File: src/shared/ipf_defs.svh
`ifndef IPF_DEFS_SVH
`define IPF_DEFS_SVH

// ==========================================================
// Clock and command timing
// ==========================================================
// Core clock rate in MHz
`define IPF_CLK_MHZ 10
// Least command strobe width in ns
`define IPF_CMD_NS 300
// Least command width in cycles, rounded up
`define IPF_CMD_CYC ((`IPF_CMD_NS * `IPF_CLK_MHZ + 999) / 1000)
// Width of the command counter
`define IPF_CNT_W 4

// ==========================================================
// Command slot indices (index = {io, write})
// ==========================================================
`define IPF_CMD_MEMR 0
`define IPF_CMD_MEMW 1
`define IPF_CMD_IOR 2
`define IPF_CMD_IOW 3

// ==========================================================
// Synchroniser vector layout
// ==========================================================
`define IPF_S_IO16 0
`define IPF_S_MS16 1
`define IPF_S_MASTER 2
`define IPF_S_RDY 3
`define IPF_S_A6 4
`define IPF_S_A7 5
`define IPF_S_A8 6
`define IPF_S_SBHE 7
`define IPF_S_CMD 8
`define IPF_S_PAR 12
`define IPF_S_SA 14
`define IPF_S_W 22

`endif

File: src/shared/ipf_pkg.sv
// ==========================================================
// Types shared by the pin-function block
// ==========================================================
package ipf_pkg;
    // Role of the shared grant / bank / fast-bus pin
    typedef enum logic [1:0] {
        IPF_ROLE_FAST_BUS,
        IPF_ROLE_LGNT2,
        IPF_ROLE_HBANK
    } ipf_role_t;

    // ISA cycle sequencer states
    typedef enum logic [2:0] {
        IPF_IDLE,
        IPF_ALE,
        IPF_CMD,
        IPF_WAIT,
        IPF_END
    } ipf_state_t;
endpackage
File: src/core/ipf_pin_mux.sv
`timescale 1ns/10ps
`include "ipf_defs.svh"

// Contract
// - Drive memory write; input under external master
// - I/O 16-bit select makes 16-bit I/O
// - Memory 16-bit select makes 16-bit memory
// - Master input turns address, commands to input
// - Cycle not ended until channel ready high
// - Drive buffered address latch enable
// - IDE cycle puts first drive select on bit3
// - IDE cycle puts second drive select on bit4
// - Line eight/seven straps pick shared pin role
// - Terminal count pin: count on DMA, else fast-bus
// - Line six low: read strobe, else parity two
// - Line six low: write strobe, else parity three
module ipf_pin_mux (
    input wire logic core_clk,
    input wire logic rst_n,
    // Internal cycle request side
    input wire logic cyc_req,
    input wire logic cyc_mem,
    input wire logic cyc_write,
    input wire logic cyc_dma,
    input wire logic cyc_ide,
    input wire logic [1:0] cyc_ide_cs,
    input wire logic [7:0] cyc_addr,
    input wire logic cyc_bhe,
    input wire logic dma_tc,
    input wire logic fast_bus_act,
    input wire logic lgnt2_grant,
    input wire logic hbank_sel,
    input wire logic [1:0] par_out,
    input wire logic [1:0] par_drive,
    output logic cyc_busy_ff,
    output logic cyc_done_ff,
    output logic cyc_wide_ff,
    output logic ext_master_ff,
    output logic [3:0] ext_cmd_ff,
    output logic [7:0] ext_addr_ff,
    output logic ext_bhe_ff,
    output logic [1:0] par_in_ff,
    output logic ide_mode_ff,
    output ipf_pkg::ipf_role_t role_ff,
    // ISA pins
    output logic [7:0] sa_o_ff,
    output logic sa_oe_ff,
    input wire logic [7:0] sa_i,
    output logic sbhe_n_o_ff,
    output logic sbhe_n_oe_ff,
    input wire logic sbhe_n_i,
    output logic [3:0] cmd_n_o_ff,
    output logic cmd_n_oe_ff,
    input wire logic [3:0] cmd_n_i,
    output logic bale_ff,
    input wire logic io16_n,
    input wire logic ms16_n,
    input wire logic master_n,
    input wire logic iochrdy,
    output logic tc_o_ff,
    // Shared grant / bank / fast-bus pin
    output logic shr_pin_o_ff,
    output logic shr_pin_oe_ff,
    input wire logic shr_pin_i,
    // Shared IDE strobe / parity pins
    output logic [1:0] strb_pin_o_ff,
    output logic [1:0] strb_pin_oe_ff,
    input wire logic [1:0] strb_pin_i,
    // Reset-time straps on DRAM address lines
    input wire logic dram_address_line_six_strap,
    input wire logic dram_address_line_seven_strap,
    input wire logic dram_address_line_eight_strap
);
    import ipf_pkg::*;

    // ==========================================================
    // Input synchronisers
    // ==========================================================
    // All pins but the unused shared pin input cross two flops before any logic sees them
    logic [`IPF_S_W-1:0] raw_in;
    logic [`IPF_S_W-1:0] syn;
    assign raw_in = {sa_i, strb_pin_i, cmd_n_i, sbhe_n_i,
                     dram_address_line_eight_strap,
                     dram_address_line_seven_strap,
                     dram_address_line_six_strap,
                     iochrdy, master_n, ms16_n, io16_n};

    // Runs without reset so straps are settled when reset lifts
    ipf_sync #(.W(`IPF_S_W)) u_sync (
        .core_clk(core_clk),
        .async_in(raw_in),
        .sync_out(syn)
    );

    // Pin reads named by meaning, all active high
    wire io_wide = ~syn[`IPF_S_IO16];
    wire mem_wide = ~syn[`IPF_S_MS16];
    wire master_on = ~syn[`IPF_S_MASTER];
    wire chan_ready = syn[`IPF_S_RDY];
    // Unused shared pin input is tied off by design intent
    wire shr_unused = shr_pin_i;

    // ==========================================================
    // Strap capture
    // ==========================================================
    logic strap_taken_ff; // Straps already latched since reset
    logic nxt_ide_mode;
    ipf_role_t nxt_role;

    // Line eight high wins; otherwise line seven picks grant or bank
    assign nxt_role = syn[`IPF_S_A8] ? IPF_ROLE_FAST_BUS :
                      (syn[`IPF_S_A7] ? IPF_ROLE_HBANK : IPF_ROLE_LGNT2);
    assign nxt_ide_mode = ~syn[`IPF_S_A6];

    // Caught on the first edge after release, once only; the
    // synchroniser has refilled by then since it runs in reset too
    always_ff @(posedge core_clk) begin
        if (!rst_n) begin
            strap_taken_ff <= 1'b0;
            ide_mode_ff <= 1'b1;
            role_ff <= IPF_ROLE_FAST_BUS;
        end else if (!strap_taken_ff) begin
            strap_taken_ff <= 1'b1;
            ide_mode_ff <= nxt_ide_mode;
            role_ff <= nxt_role;
        end
    end

    // ==========================================================
    // Cycle sequencer
    // ==========================================================
    ipf_state_t state_ff;
    ipf_state_t nxt_state;
    logic [`IPF_CNT_W-1:0] cnt_ff; // Command width counter
    logic [`IPF_CNT_W-1:0] nxt_cnt;
    logic c_mem_ff; // Latched cycle attributes
    logic c_write_ff;
    logic c_dma_ff;
    logic c_ide_ff;
    logic [1:0] c_cs_ff;
    logic [7:0] c_addr_ff;
    logic c_bhe_ff;

    // Requests are refused while an outside master owns the bus
    wire take = cyc_req && !master_on && strap_taken_ff;
    wire cnt_done = (cnt_ff == `IPF_CNT_W'(`IPF_CMD_CYC - 1));

    always_comb begin
        nxt_state = state_ff;
        nxt_cnt = cnt_ff;
        case (state_ff)
            IPF_IDLE: begin
                // Start with the latch pulse
                if (take) begin
                    nxt_state = IPF_ALE;
                end
            end
            IPF_ALE: begin
                nxt_state = IPF_CMD;
                nxt_cnt = '0;
            end
            IPF_CMD: begin
                // Hold the least command width first
                nxt_cnt = cnt_ff + `IPF_CNT_W'(1);
                if (cnt_done) begin
                    nxt_state = IPF_WAIT;
                end
            end
            IPF_WAIT: begin
                // Target stretches the cycle by pulling ready low
                if (chan_ready) begin
                    nxt_state = IPF_END;
                end
            end
            IPF_END: begin
                nxt_state = IPF_IDLE;
            end
            default: begin
                nxt_state = IPF_IDLE;
            end
        endcase
    end

    // State and counter
    always_ff @(posedge core_clk) begin
        if (!rst_n) begin
            state_ff <= IPF_IDLE;
            cnt_ff <= '0;
        end else begin
            state_ff <= nxt_state;
            cnt_ff <= nxt_cnt;
        end
    end

    // Attributes held for the whole cycle
    always_ff @(posedge core_clk) begin
        if (!rst_n) begin
            {c_mem_ff, c_write_ff, c_dma_ff, c_ide_ff} <= 4'h0;
            c_cs_ff <= 2'h0;
            c_addr_ff <= 8'h00;
            c_bhe_ff <= 1'b0;
        end else if (state_ff == IPF_IDLE && take) begin
            {c_mem_ff, c_write_ff, c_dma_ff, c_ide_ff} <=
                {cyc_mem, cyc_write, cyc_dma, cyc_ide};
            c_cs_ff <= cyc_ide_cs;
            c_addr_ff <= cyc_addr;
            c_bhe_ff <= cyc_bhe;
        end
    end

    // ==========================================================
    // Next pin values
    // ==========================================================
    wire in_cyc = (state_ff != IPF_IDLE);
    wire cmd_on = (state_ff == IPF_CMD) || (state_ff == IPF_WAIT);
    // IDE cycles in IDE strap mode use the dedicated strobes
    wire ide_strobe = c_ide_ff && ide_mode_ff;
    wire [1:0] cmd_idx = {~c_mem_ff, c_write_ff};
    wire drive_bus = !master_on;

    // Address with drive selects muxed onto bits 3 and 4
    logic [7:0] nxt_sa;
    assign nxt_sa = {c_addr_ff[7:5],
                     c_ide_ff ? ~c_cs_ff[1] : c_addr_ff[4],
                     c_ide_ff ? ~c_cs_ff[0] : c_addr_ff[3],
                     c_addr_ff[2:0]};

    // One-hot active-low command, slot picked by cycle type
    logic [3:0] nxt_cmd_n;
    genvar k;
    generate
        for (k = 0; k < 4; k++) begin : g_cmd
            assign nxt_cmd_n[k] = ~(cmd_on && !ide_strobe && cmd_idx == 2'(k));
        end
    endgenerate

    // Wide when the addressed target claims 16-bit for this type
    wire nxt_wide = c_mem_ff ? mem_wide : io_wide;

    // Shared grant / bank / fast-bus value, all active low
    logic nxt_shr;
    assign nxt_shr = (role_ff == IPF_ROLE_LGNT2) ? ~lgnt2_grant :
                     (role_ff == IPF_ROLE_HBANK) ? ~hbank_sel :
                     ~fast_bus_act;

    // Terminal count on DMA cycles, fast-bus indication otherwise
    wire nxt_tc = (in_cyc && c_dma_ff) ? dma_tc : ~fast_bus_act;

    // IDE strobes or parity on the two shared DRAM pins
    logic [1:0] nxt_strb;
    logic [1:0] nxt_strb_oe;
    assign nxt_strb[0] = ide_mode_ff ? ~(cmd_on && ide_strobe && !c_write_ff) : par_out[0];
    assign nxt_strb[1] = ide_mode_ff ? ~(cmd_on && ide_strobe && c_write_ff) : par_out[1];
    assign nxt_strb_oe = ide_mode_ff ? 2'h3 : par_drive;

    // ==========================================================
    // Pin and status registers
    // ==========================================================
    // ISA address, byte enable and command pins
    always_ff @(posedge core_clk) begin
        if (!rst_n) begin
            sa_o_ff <= 8'h00;
            sa_oe_ff <= 1'b0;
            sbhe_n_o_ff <= 1'b1;
            sbhe_n_oe_ff <= 1'b0;
            cmd_n_o_ff <= 4'hF;
            cmd_n_oe_ff <= 1'b0;
            bale_ff <= 1'b0;
        end else begin
            sa_o_ff <= nxt_sa;
            sa_oe_ff <= drive_bus;
            sbhe_n_o_ff <= ~c_bhe_ff;
            sbhe_n_oe_ff <= drive_bus;
            cmd_n_o_ff <= nxt_cmd_n;
            cmd_n_oe_ff <= drive_bus;
            // Latch pulse rises with the address in the same cycle, so cards
            // latch on its fall while the address is already stable
            bale_ff <= (state_ff == IPF_ALE);
        end
    end

    // Shared pins; oe held low until the straps are known
    always_ff @(posedge core_clk) begin
        if (!rst_n) begin
            tc_o_ff <= 1'b1;
            shr_pin_o_ff <= 1'b1;
            shr_pin_oe_ff <= 1'b0;
            strb_pin_o_ff <= 2'h3;
            strb_pin_oe_ff <= 2'h0;
        end else begin
            tc_o_ff <= nxt_tc;
            shr_pin_o_ff <= nxt_shr;
            shr_pin_oe_ff <= strap_taken_ff;
            strb_pin_o_ff <= nxt_strb;
            strb_pin_oe_ff <= strap_taken_ff ? nxt_strb_oe : 2'h0;
        end
    end

    // Status back to the cycle logic
    always_ff @(posedge core_clk) begin
        if (!rst_n) begin
            cyc_busy_ff <= 1'b0;
            cyc_done_ff <= 1'b0;
            cyc_wide_ff <= 1'b0;
            ext_master_ff <= 1'b0;
            ext_cmd_ff <= 4'h0;
            ext_addr_ff <= 8'h00;
            ext_bhe_ff <= 1'b0;
            par_in_ff <= 2'h0;
        end else begin
            cyc_busy_ff <= (nxt_state != IPF_IDLE);
            cyc_done_ff <= (state_ff == IPF_WAIT) && chan_ready;
            // Width is sampled at latch time and held
            if (state_ff == IPF_ALE) begin
                cyc_wide_ff <= nxt_wide;
            end
            ext_master_ff <= master_on;
            // Master commands seen only while we are not driving
            ext_cmd_ff <= master_on ? ~syn[`IPF_S_CMD +: 4] : 4'h0;
            ext_addr_ff <= syn[`IPF_S_SA +: 8];
            ext_bhe_ff <= ~syn[`IPF_S_SBHE];
            par_in_ff <= ide_mode_ff ? 2'h0 : (syn[`IPF_S_PAR +: 2] | {2{shr_unused & 1'b0}});
        end
    end
endmodule

File: src/core/ipf_sync.sv
`timescale 1ns/10ps
// ==========================================================
// Two-stage synchroniser, one pair of flops per bit
// ==========================================================
module ipf_sync #(
    parameter int W = 1
) (
    input wire logic core_clk,
    input wire logic [W-1:0] async_in,
    output logic [W-1:0] sync_out
);
    genvar g;
    generate
        for (g = 0; g < W; g++) begin : g_bit
            // First stage is read only by the second stage
            logic meta_ff;
            logic stab_ff;
            // No reset: pins keep flowing through reset, so the straps
            // are already settled at the first edge after release
            always_ff @(posedge core_clk) begin
                meta_ff <= async_in[g];
                stab_ff <= meta_ff;
            end
            assign sync_out[g] = stab_ff;
        end
    endgenerate
endmodule

File: config.mk
export PLATFORM = sky130hd
export DESIGN_NAME = ipf_pin_mux
export DESIGN_NICKNAME = d
export VERILOG_FILES = /design/src/shared/ipf_pkg.sv /design/src/core/ipf_pin_mux.sv /design/src/core/ipf_sync.sv
export VERILOG_INCLUDE_DIRS = /design/src /design/src/shared
export SDC_FILE = /design/constraint.sdc
export NUM_CORES = 1
export LEC_CHECK = 0
export ABC_AREA = 1
export BUFFER_PORTS_ARGS = -buffer_cell sky130_fd_sc_hd__clkbuf_2
export CAP_MARGIN = 30
export CORE_MARGIN = 5
export CORE_UTILIZATION = 50
export DETAILED_ROUTE_END_ITERATION = 8
export GPL_ROUTABILITY_DRIVEN = 0
export PLACE_DENSITY_LB_ADDON = 0.25
export SYNTH_ARGS = -nofsm -noshare
export SYNTH_HDL_FRONTEND = slang
export SYNTH_SLANG_ARGS = --single-unit
File: constraint.sdc
create_clock -name core_clk -period 1.3 [get_ports core_clk]
set_input_delay 0.13 -clock core_clk [delete_from_list [all_inputs] [get_ports core_clk]]
set_output_delay 0.13 -clock core_clk [all_outputs]
set_load 0.01 [all_outputs]
==> results of run 1 <==
## cell usage after synthesis
library cell	number
nand3b_1	1
buf_6	2
o21bai_1	3
dfxtp_1	111
nor3_1	2
inv_1	37
nor2_1	54
buf_2	1
nand3_1	8
nand2_4	1
inv_2	4
nand2_1	44
ha_1	2
nor2_4	1
o22ai_1	1
nand4_1	5
or2_1	1
buf_4	3
o21ai_0	21
a21oi_1	10
clkbuf_1	4
o211ai_1	1
xor2_1	1
nand3_4	1
## through the flow
stage                     std cells  hold WS, ns   util  instance area [um^2]  setup WS (ns)
after global placement          482        0.233  0.593                  3700          0.138
after floorplan                 319        0.158      -                  3170          0.230
after CTS                       537      0.00196  0.688                  4290         0.0852
after detailed placement        482        0.234  0.593                  3700         0.0986
after global routing            537     0.000694  0.688                  4300         0.0103
final                           537       0.0252  0.688                  4300          0.107
## registers in the layout (all words and copies together), names as in the netlist, 2 cells and up
| register | cells |
|---|---|
| u_sync.g_bit.meta_ff | 22 |
| strb_pin_oe_ff | 2 |
| cnt_ff | 4 |
| cmd_n_o_ff | 4 |
| c_addr_ff | 8 |
| strb_pin_o_ff | 2 |
| par_in_ff | 2 |
| u_sync.g_bit.stab_ff | 22 |
| sa_o_ff | 8 |
| state_ff | 3 |
| ext_addr_ff | 8 |
| ext_cmd_ff | 4 |
| role_ff | 2 |
| c_cs_ff | 2 |
## routing by layer
| layer | track usage | routed length (um) | vias up | part of all wire |
|---|---|---|---|---|
| li1 | - | - | 1255 | - |
| met1 | 0.190 | 2560 | 1081 | 0.40 |
| met2 | 0.303 | 3430 | 57 | 0.53 |
| met3 | 0.0739 | 414 | 2 | 0.064 |
| met4 | 0.0582 | 29 | 0 | 0.0045 |
| met5 | 0 | 0 | - | 0 |
## tightest hold or removal path: stages
cell	delay, ns
clkbuf_2	0.08
nand3_1	0.07
nand3_1	0.08
## kinds of logic after synthesis
logic type,after synthesis,synth area share
fa+ha+maj,2,0.00789
buf+inv,51,0.0691
compound gates,36,0.0604
simple gates,118,0.159
xor+xnor,1,0.00276
flops,111,0.701
## cell type report
cell class,count,area (um^2)
clock buffer,9,124
clock inverter,7,77.6
fill,504,1940
inverter,41,154
multi-input combinational,157,732
sequential,111,2220
tap,77,96.3
timing repair buffer,135,891
## power by group through the flow
stage          Clock, mW  Combinational (mW)  Sequential [mW]
6_report            1.96               0.493             3.64
5_1_grt             2.18               0.555             3.66
4_1_cts             2.04               0.493             3.64
3_5_place_dp           0               0.399             3.71
3_3_place_gp           0               0.389             3.71
2_1_floorplan          0               0.197             3.73
## worst min-delay path by stage
stage | from | endpoint | slack, ns
after floorplan | rst_n | strap_taken_ff | 0.16
after global placement | sbhe_n_i | u_sync.g_bit[7].meta_ff | 0.23
after detailed placement | cmd_n_i[0] | u_sync.g_bit[8].meta_ff | 0.23
after CTS | dma_tc | tc_o_ff | 0.002
after global routing | dma_tc | tc_o_ff | 0.0007
final | dma_tc | tc_o_ff | 0.03
## what timing repair did
action	4_1_cts	5_1_grt
hold buffers	39	0
gates resized for setup	0	1
setup buffers	0	0
endpoints found under the hold margin	39	0
endpoints found under the setup margin	0	2
## placed cells by master, fill, tap and decap left out, types with 5 or more instances in the layout
master | synthesis | final
dfxtp_1 | 111 | 111
nand4_1 | 5 | 5
nand2_1 | 44 | 44
clkbuf_8 | 0 | 9
o21ai_0 | 21 | 21
nand3_1 | 8 | 8
nor2_1 | 54 | 54
a21oi_1 | 10 | 9
inv_1 | 37 | 37
dlygate4sd3_1 | 0 | 39
clkbuf_2 | 0 | 93
==> impl_results.md, run 1 <==
* Outcome: completed
* # setup viols final at 0
* Crit path from: cnt_ff[0]
* Area contributors post-synth: dfxtp_1 (70%), nor2_1 (6.4%), nand2_1 (5.2%), inv_1 (4.4%), o21ai_0 (3.3%)
* Clock Latency Late Sink at 0.36 ns
* Post-Route WL at 6.44 mm
* Final min period at 1.19 ns
* Total I/O pin count at 95
* # diodes at 0
* CTS tree: done
* Pwr dens at 1420 mW/mm^2
* Global-route wire length before repair at 10.5 mm
* Post-synthesis register bit count at 111
* Seq/Total Area, Yosys at 0.701
* Max Cap Violations at 0
* Syn avg cell area at 9.94 um^2
* Die width at 89.6 um
* Share of the synthesized area in the top cell type at 0.701
* Rel. slew slack at 0.788
* RSZ-0062 raised after global routing: no
* Internal power at 4.57 mW
* Worst-Margin Slew at 0.318 ns
* GRT Overall Usage at 0.174
* Largest net degree at the start of global routing at 32
* Min-Delay Path Depth at 3
* Max Root-Sink Buffers at 2
* Crit-path max FO at 5
* Critical Path RT at 1.60 ns
* Reg2Reg Depth at 4
* Chip Height at 89.6 um
* Logic gate share of total power at 0.081
* Achievable Freq at 839 MHz
* Pre-antenna DRT Iters at 4
* Worst path buffer plus inverter count at 1
* CP Launch Type: flop
* Core Box Area at 0.00624 mm^2
* Initial drt markers at 133
* Final Slew Violations at 0
* CP Depth at 4
* Aggregate global routing overflow at 0
* Final Hold Fails at 0
* Seq pwr share at 0.597
* Core Rows at 29
* Hold crit path type: in -> reg
* CP arrival at 1.49 ns
* Setup Skew at 0.00733 ns
* Reg2Reg Setup Slack at 0.11 ns
* FF-to-FF End: cnt_ff[1]
* Overall Power at 6.09 mW
* Ratio of cells with drive above 1 in the final layout at 0.261
* Wirelength per Cell at 12.0 um
* CTS Buf Count at 9
* Area leader, netlist: dfxtp_1
* Root Buffer: clkbuf_8
* Layout Nets at 506
* Yosys warns at 0
* H-Tree Depth at 3
* Worst path cell trace: inv_1 -> ha_1 -> or2_1 -> a21oi_1
* Synth-to-Final Area Change at 35.6%
* Die area at 0.00803 mm^2
* Number of global-route vias before repair at 2374
* Port Buffer Count at 93
* Clk pwr share at 0.322
* RR Startpoint: cnt_ff[0]
* Final Cycle Share at 0.917
* Initial core utilization at 0.508
* Syn_nets at 370
* Distinct cell type count after synthesis at 24
* WS Path Type: reg -> reg
* Psw at 1.52 mW
* Syn Std Cell Area at 0.00317 mm^2
* CP endpoint: cnt_ff[1]
* Via density at 4.46
* Element type at the critical path end: flop
* Slowest cell delay on critical path at 0.40 ns
* CP max-delay cell: dfxtp_1
* Top Family by Delay on Critical Path: flip-flops
* Sw frac at 0.250
* Remaining DRCs at 0
* CTS clk-pin slew, worst paths at 0.10 ns
* Setup TNS Final at 0 ns
* Clk sinks at 111
* HPWL after detailed placement at 4.24 mm
* Initial antenna violation count at 0
* Post-DRT Antenna Nets at 0
* Maximum VDD drop at 1.04 mV
* Cells after Synth at 319
* Leak Pwr at 2.14 nW
* Via count at 2395
(Power assumes the default switching activity.)
==> run 2: changes to the inputs <==
--- a/config.mk
+++ b/config.mk
@@ -9,6 +9,7 @@
 export ABC_AREA = 1
 export BUFFER_PORTS_ARGS = -buffer_cell sky130_fd_sc_hd__clkbuf_2
 export CAP_MARGIN = 30
+export CORE_ASPECT_RATIO = 1.25
 export CORE_MARGIN = 5
 export CORE_UTILIZATION = 50
 export DETAILED_ROUTE_END_ITERATION = 8
==> constraint.sdc (replaced) <==
create_clock -name core_clk -period 1.1 [get_ports core_clk]
set_input_delay 0.11 -clock core_clk [delete_from_list [all_inputs] [get_ports core_clk]]
set_output_delay 0.11 -clock core_clk [all_outputs]
set_load 0.01 [all_outputs]
==> run 2 against run 1 <==
Against the previous run:
- the run now ends with setup timing left
- sequential share of layout area fell by 2.6 points
- die area rose by 0.12%
- global-route usage rose by 1.5 points
- worst setup slack got worse by 0.11 ns
- clock power rose by 20%
- total power rose by 21%
- critical path depth rose by 1
- critical path type unchanged
==> impl_results.md, run 2 (same netlist as run 1, synthesis figures left out) <==
* Outcome: finished with violations
* RSZ-0062 raised after global routing: yes
* CTS tree: done
* CTS clk-pin slew, worst paths at 0.09 ns
* Number of global-route vias before repair at 2598
* Element type at the critical path end: flop
* Achievable Freq at 904 MHz
* Rel. slew slack at 0.867
* Layout Nets at 522
* Sequential Area at 0.00223 mm^2
* WS Path Type: reg -> reg
* Hold crit path type: in -> reg
* Via count at 2531
* Commonest non-fill, non-tap cell in the layout: dfxtp_1
* Die area at 0.00804 mm^2
* Final Slew Violations at 0
* Placed cell areas at 0.00379 mm^2
* RR Startpoint: state_ff[0]
* Initial core utilization at 0.514
* Core Rows at 32
* Final Cycle Share at 1.01
* Chip Height at 99.0 um
* Overall Power at 7.34 mW
* Maximum VDD drop at 1.23 mV
* Pwr dens at 1610 mW/mm^2
* Critical Path RT at 1.39 ns
* Reg2Reg Setup Slack at -0.006 ns
* Remaining DRCs at 0
* Final Cell Area at 0.00455 mm^2
* CP Launch Type: flop
* Post-DRT Antenna Nets at 0
* Wirelength per Cell at 12.6 um
* Clk sinks at 111
* Pre-CTS WS at -0.0638 ns
* # setup viols final at 1
* Via density at 4.51
* Ratio of cells with drive above 1 in the final layout at 0.326
* Final Hold Fails at 0
* Min-Delay Path Depth at 3
* Total I/O pin count at 95
* Leak Pwr at 2.22 nW
* Pre-antenna DRT Iters at 4
* Biggest regs: u_sync.g_bit.meta_ff (22), u_sync.g_bit.stab_ff (22)
* Crit-path max FO at 4
* End of the worst hold path: c_mem_ff
* Synth-to-Final Area Change at 43.6%
* Setup Skew at 0.00761 ns
* Commonest cells after routing, fill and taps aside: dfxtp_1 (106), clkbuf_2 (93), nor2_1 (50)
* CP arrival at 1.39 ns
* # diodes at 0
* Multi-input logic area at 840 um^2
* Global-route wire length before repair at 11.6 mm
* Final WS setup at -0.00633 ns
* GRT Overall Usage at 0.189
* Root Buffer: clkbuf_8
* Aggregate global routing overflow at 0
* Reg2Reg Depth at 5
* Max Root-Sink Buffers at 2
* Die width at 81.2 um
* Initial drt markers at 92
* Port Buffer Count at 93
* FF-to-FF End: cnt_ff[1]
* Failing checks: setup timing
* CTS Buf Count at 9
* Fill cells at 470
* Clock Latency Late Sink at 0.35 ns
* Worst-Margin Slew at 0.198 ns
* Max Cap Violations at 0
* HPWL after detailed placement at 4.47 mm
* Initial antenna violation count at 0
* Core Box Area at 0.00617 mm^2
* Hold Crit Start: cyc_mem
* Final min period at 1.11 ns
* H-Tree Depth at 3
* Largest net degree at the start of global routing at 22
* Post-Route WL at 7.07 mm
-- run 2: cell types whose count changed in the layout (fill, tap and decap cells not counted), moves of 3 or more --
cell     change
buf_4       +13
dfxtp_2      +3
nor2_1       -4
o21ai_1      +7
nand3_1      -4
dfxtp_1      -5
o21ai_0      -7
nand3_2      +3
nand2_4      +3
nand2_1      -3
-- run 2: critical path: stages, from the launching register on --
cell,delay [ns]
dfxtp_4,0.38
inv_6,0.09
nand3_4,0.09
buf_6,0.14
or2_1,0.22
a21oi_2,0.12
-- run 2: stage by stage --
step	setup TNS [ns]	util	hold slack, ns	instances
2_1_floorplan	0	-	0.138	319
3_3_place_gp	-0.00163	0.614	0.213	502
3_5_place_dp	-0.293	0.614	0.214	502
4_1_cts	-0.0148	0.718	0.00326	560
5_1_grt	-0.401	0.738	0.00124	561
6_report	-0.00633	0.738	0.0198	561
-- run 2: routing by layer --
metal  track usage  share of wire
met5             0              0
met4        0.0624          0.017
met3        0.0658          0.062
met2         0.339           0.54
met1         0.202           0.38
-- run 2: report_power, final --
group          internal (mW)  switching, mW
registers               4.22         0.0830
logic                  0.349          0.350
clock network           1.07           1.28
total                   5.63           1.71
-- run 2: how the worst max path moves through the flow --
stage	startpoint	to	slack (ns)	depth (start not counted)
2_1_floorplan	cnt_ff[0]	cnt_ff[1]	0.03	4
3_5_place_dp	state_ff[0]	cnt_ff[1]	-0.06	7
5_1_grt	state_ff[0]	c_mem_ff	-0.05	6
6_report	state_ff[0]	cnt_ff[1]	-0.006	5
4_1_cts	state_ff[0]	cnt_ff[1]	-0.01	7
3_3_place_gp	state_ff[0]	cmd_n_o_ff[3]	-0.002	4
-- run 2: layout make-up --
type	instances	share of cell area
clock buffer	10	0.0280
tap	85	0.0234
inverter	41	0.0360
sequential	111	0.491
timing repair buffer	150	0.222
clock inverter	6	0.0151
multi-input combinational	158	0.184
-- run 2: what timing repair did --
action,CTS,global route
endpoints found under the setup margin,26,28
pin swaps,2,6
gates cloned,1,0
buffers inserted,2,1
hold endpoints to repair,39,0
hold buffers,39,0
gates resized for setup,8,37
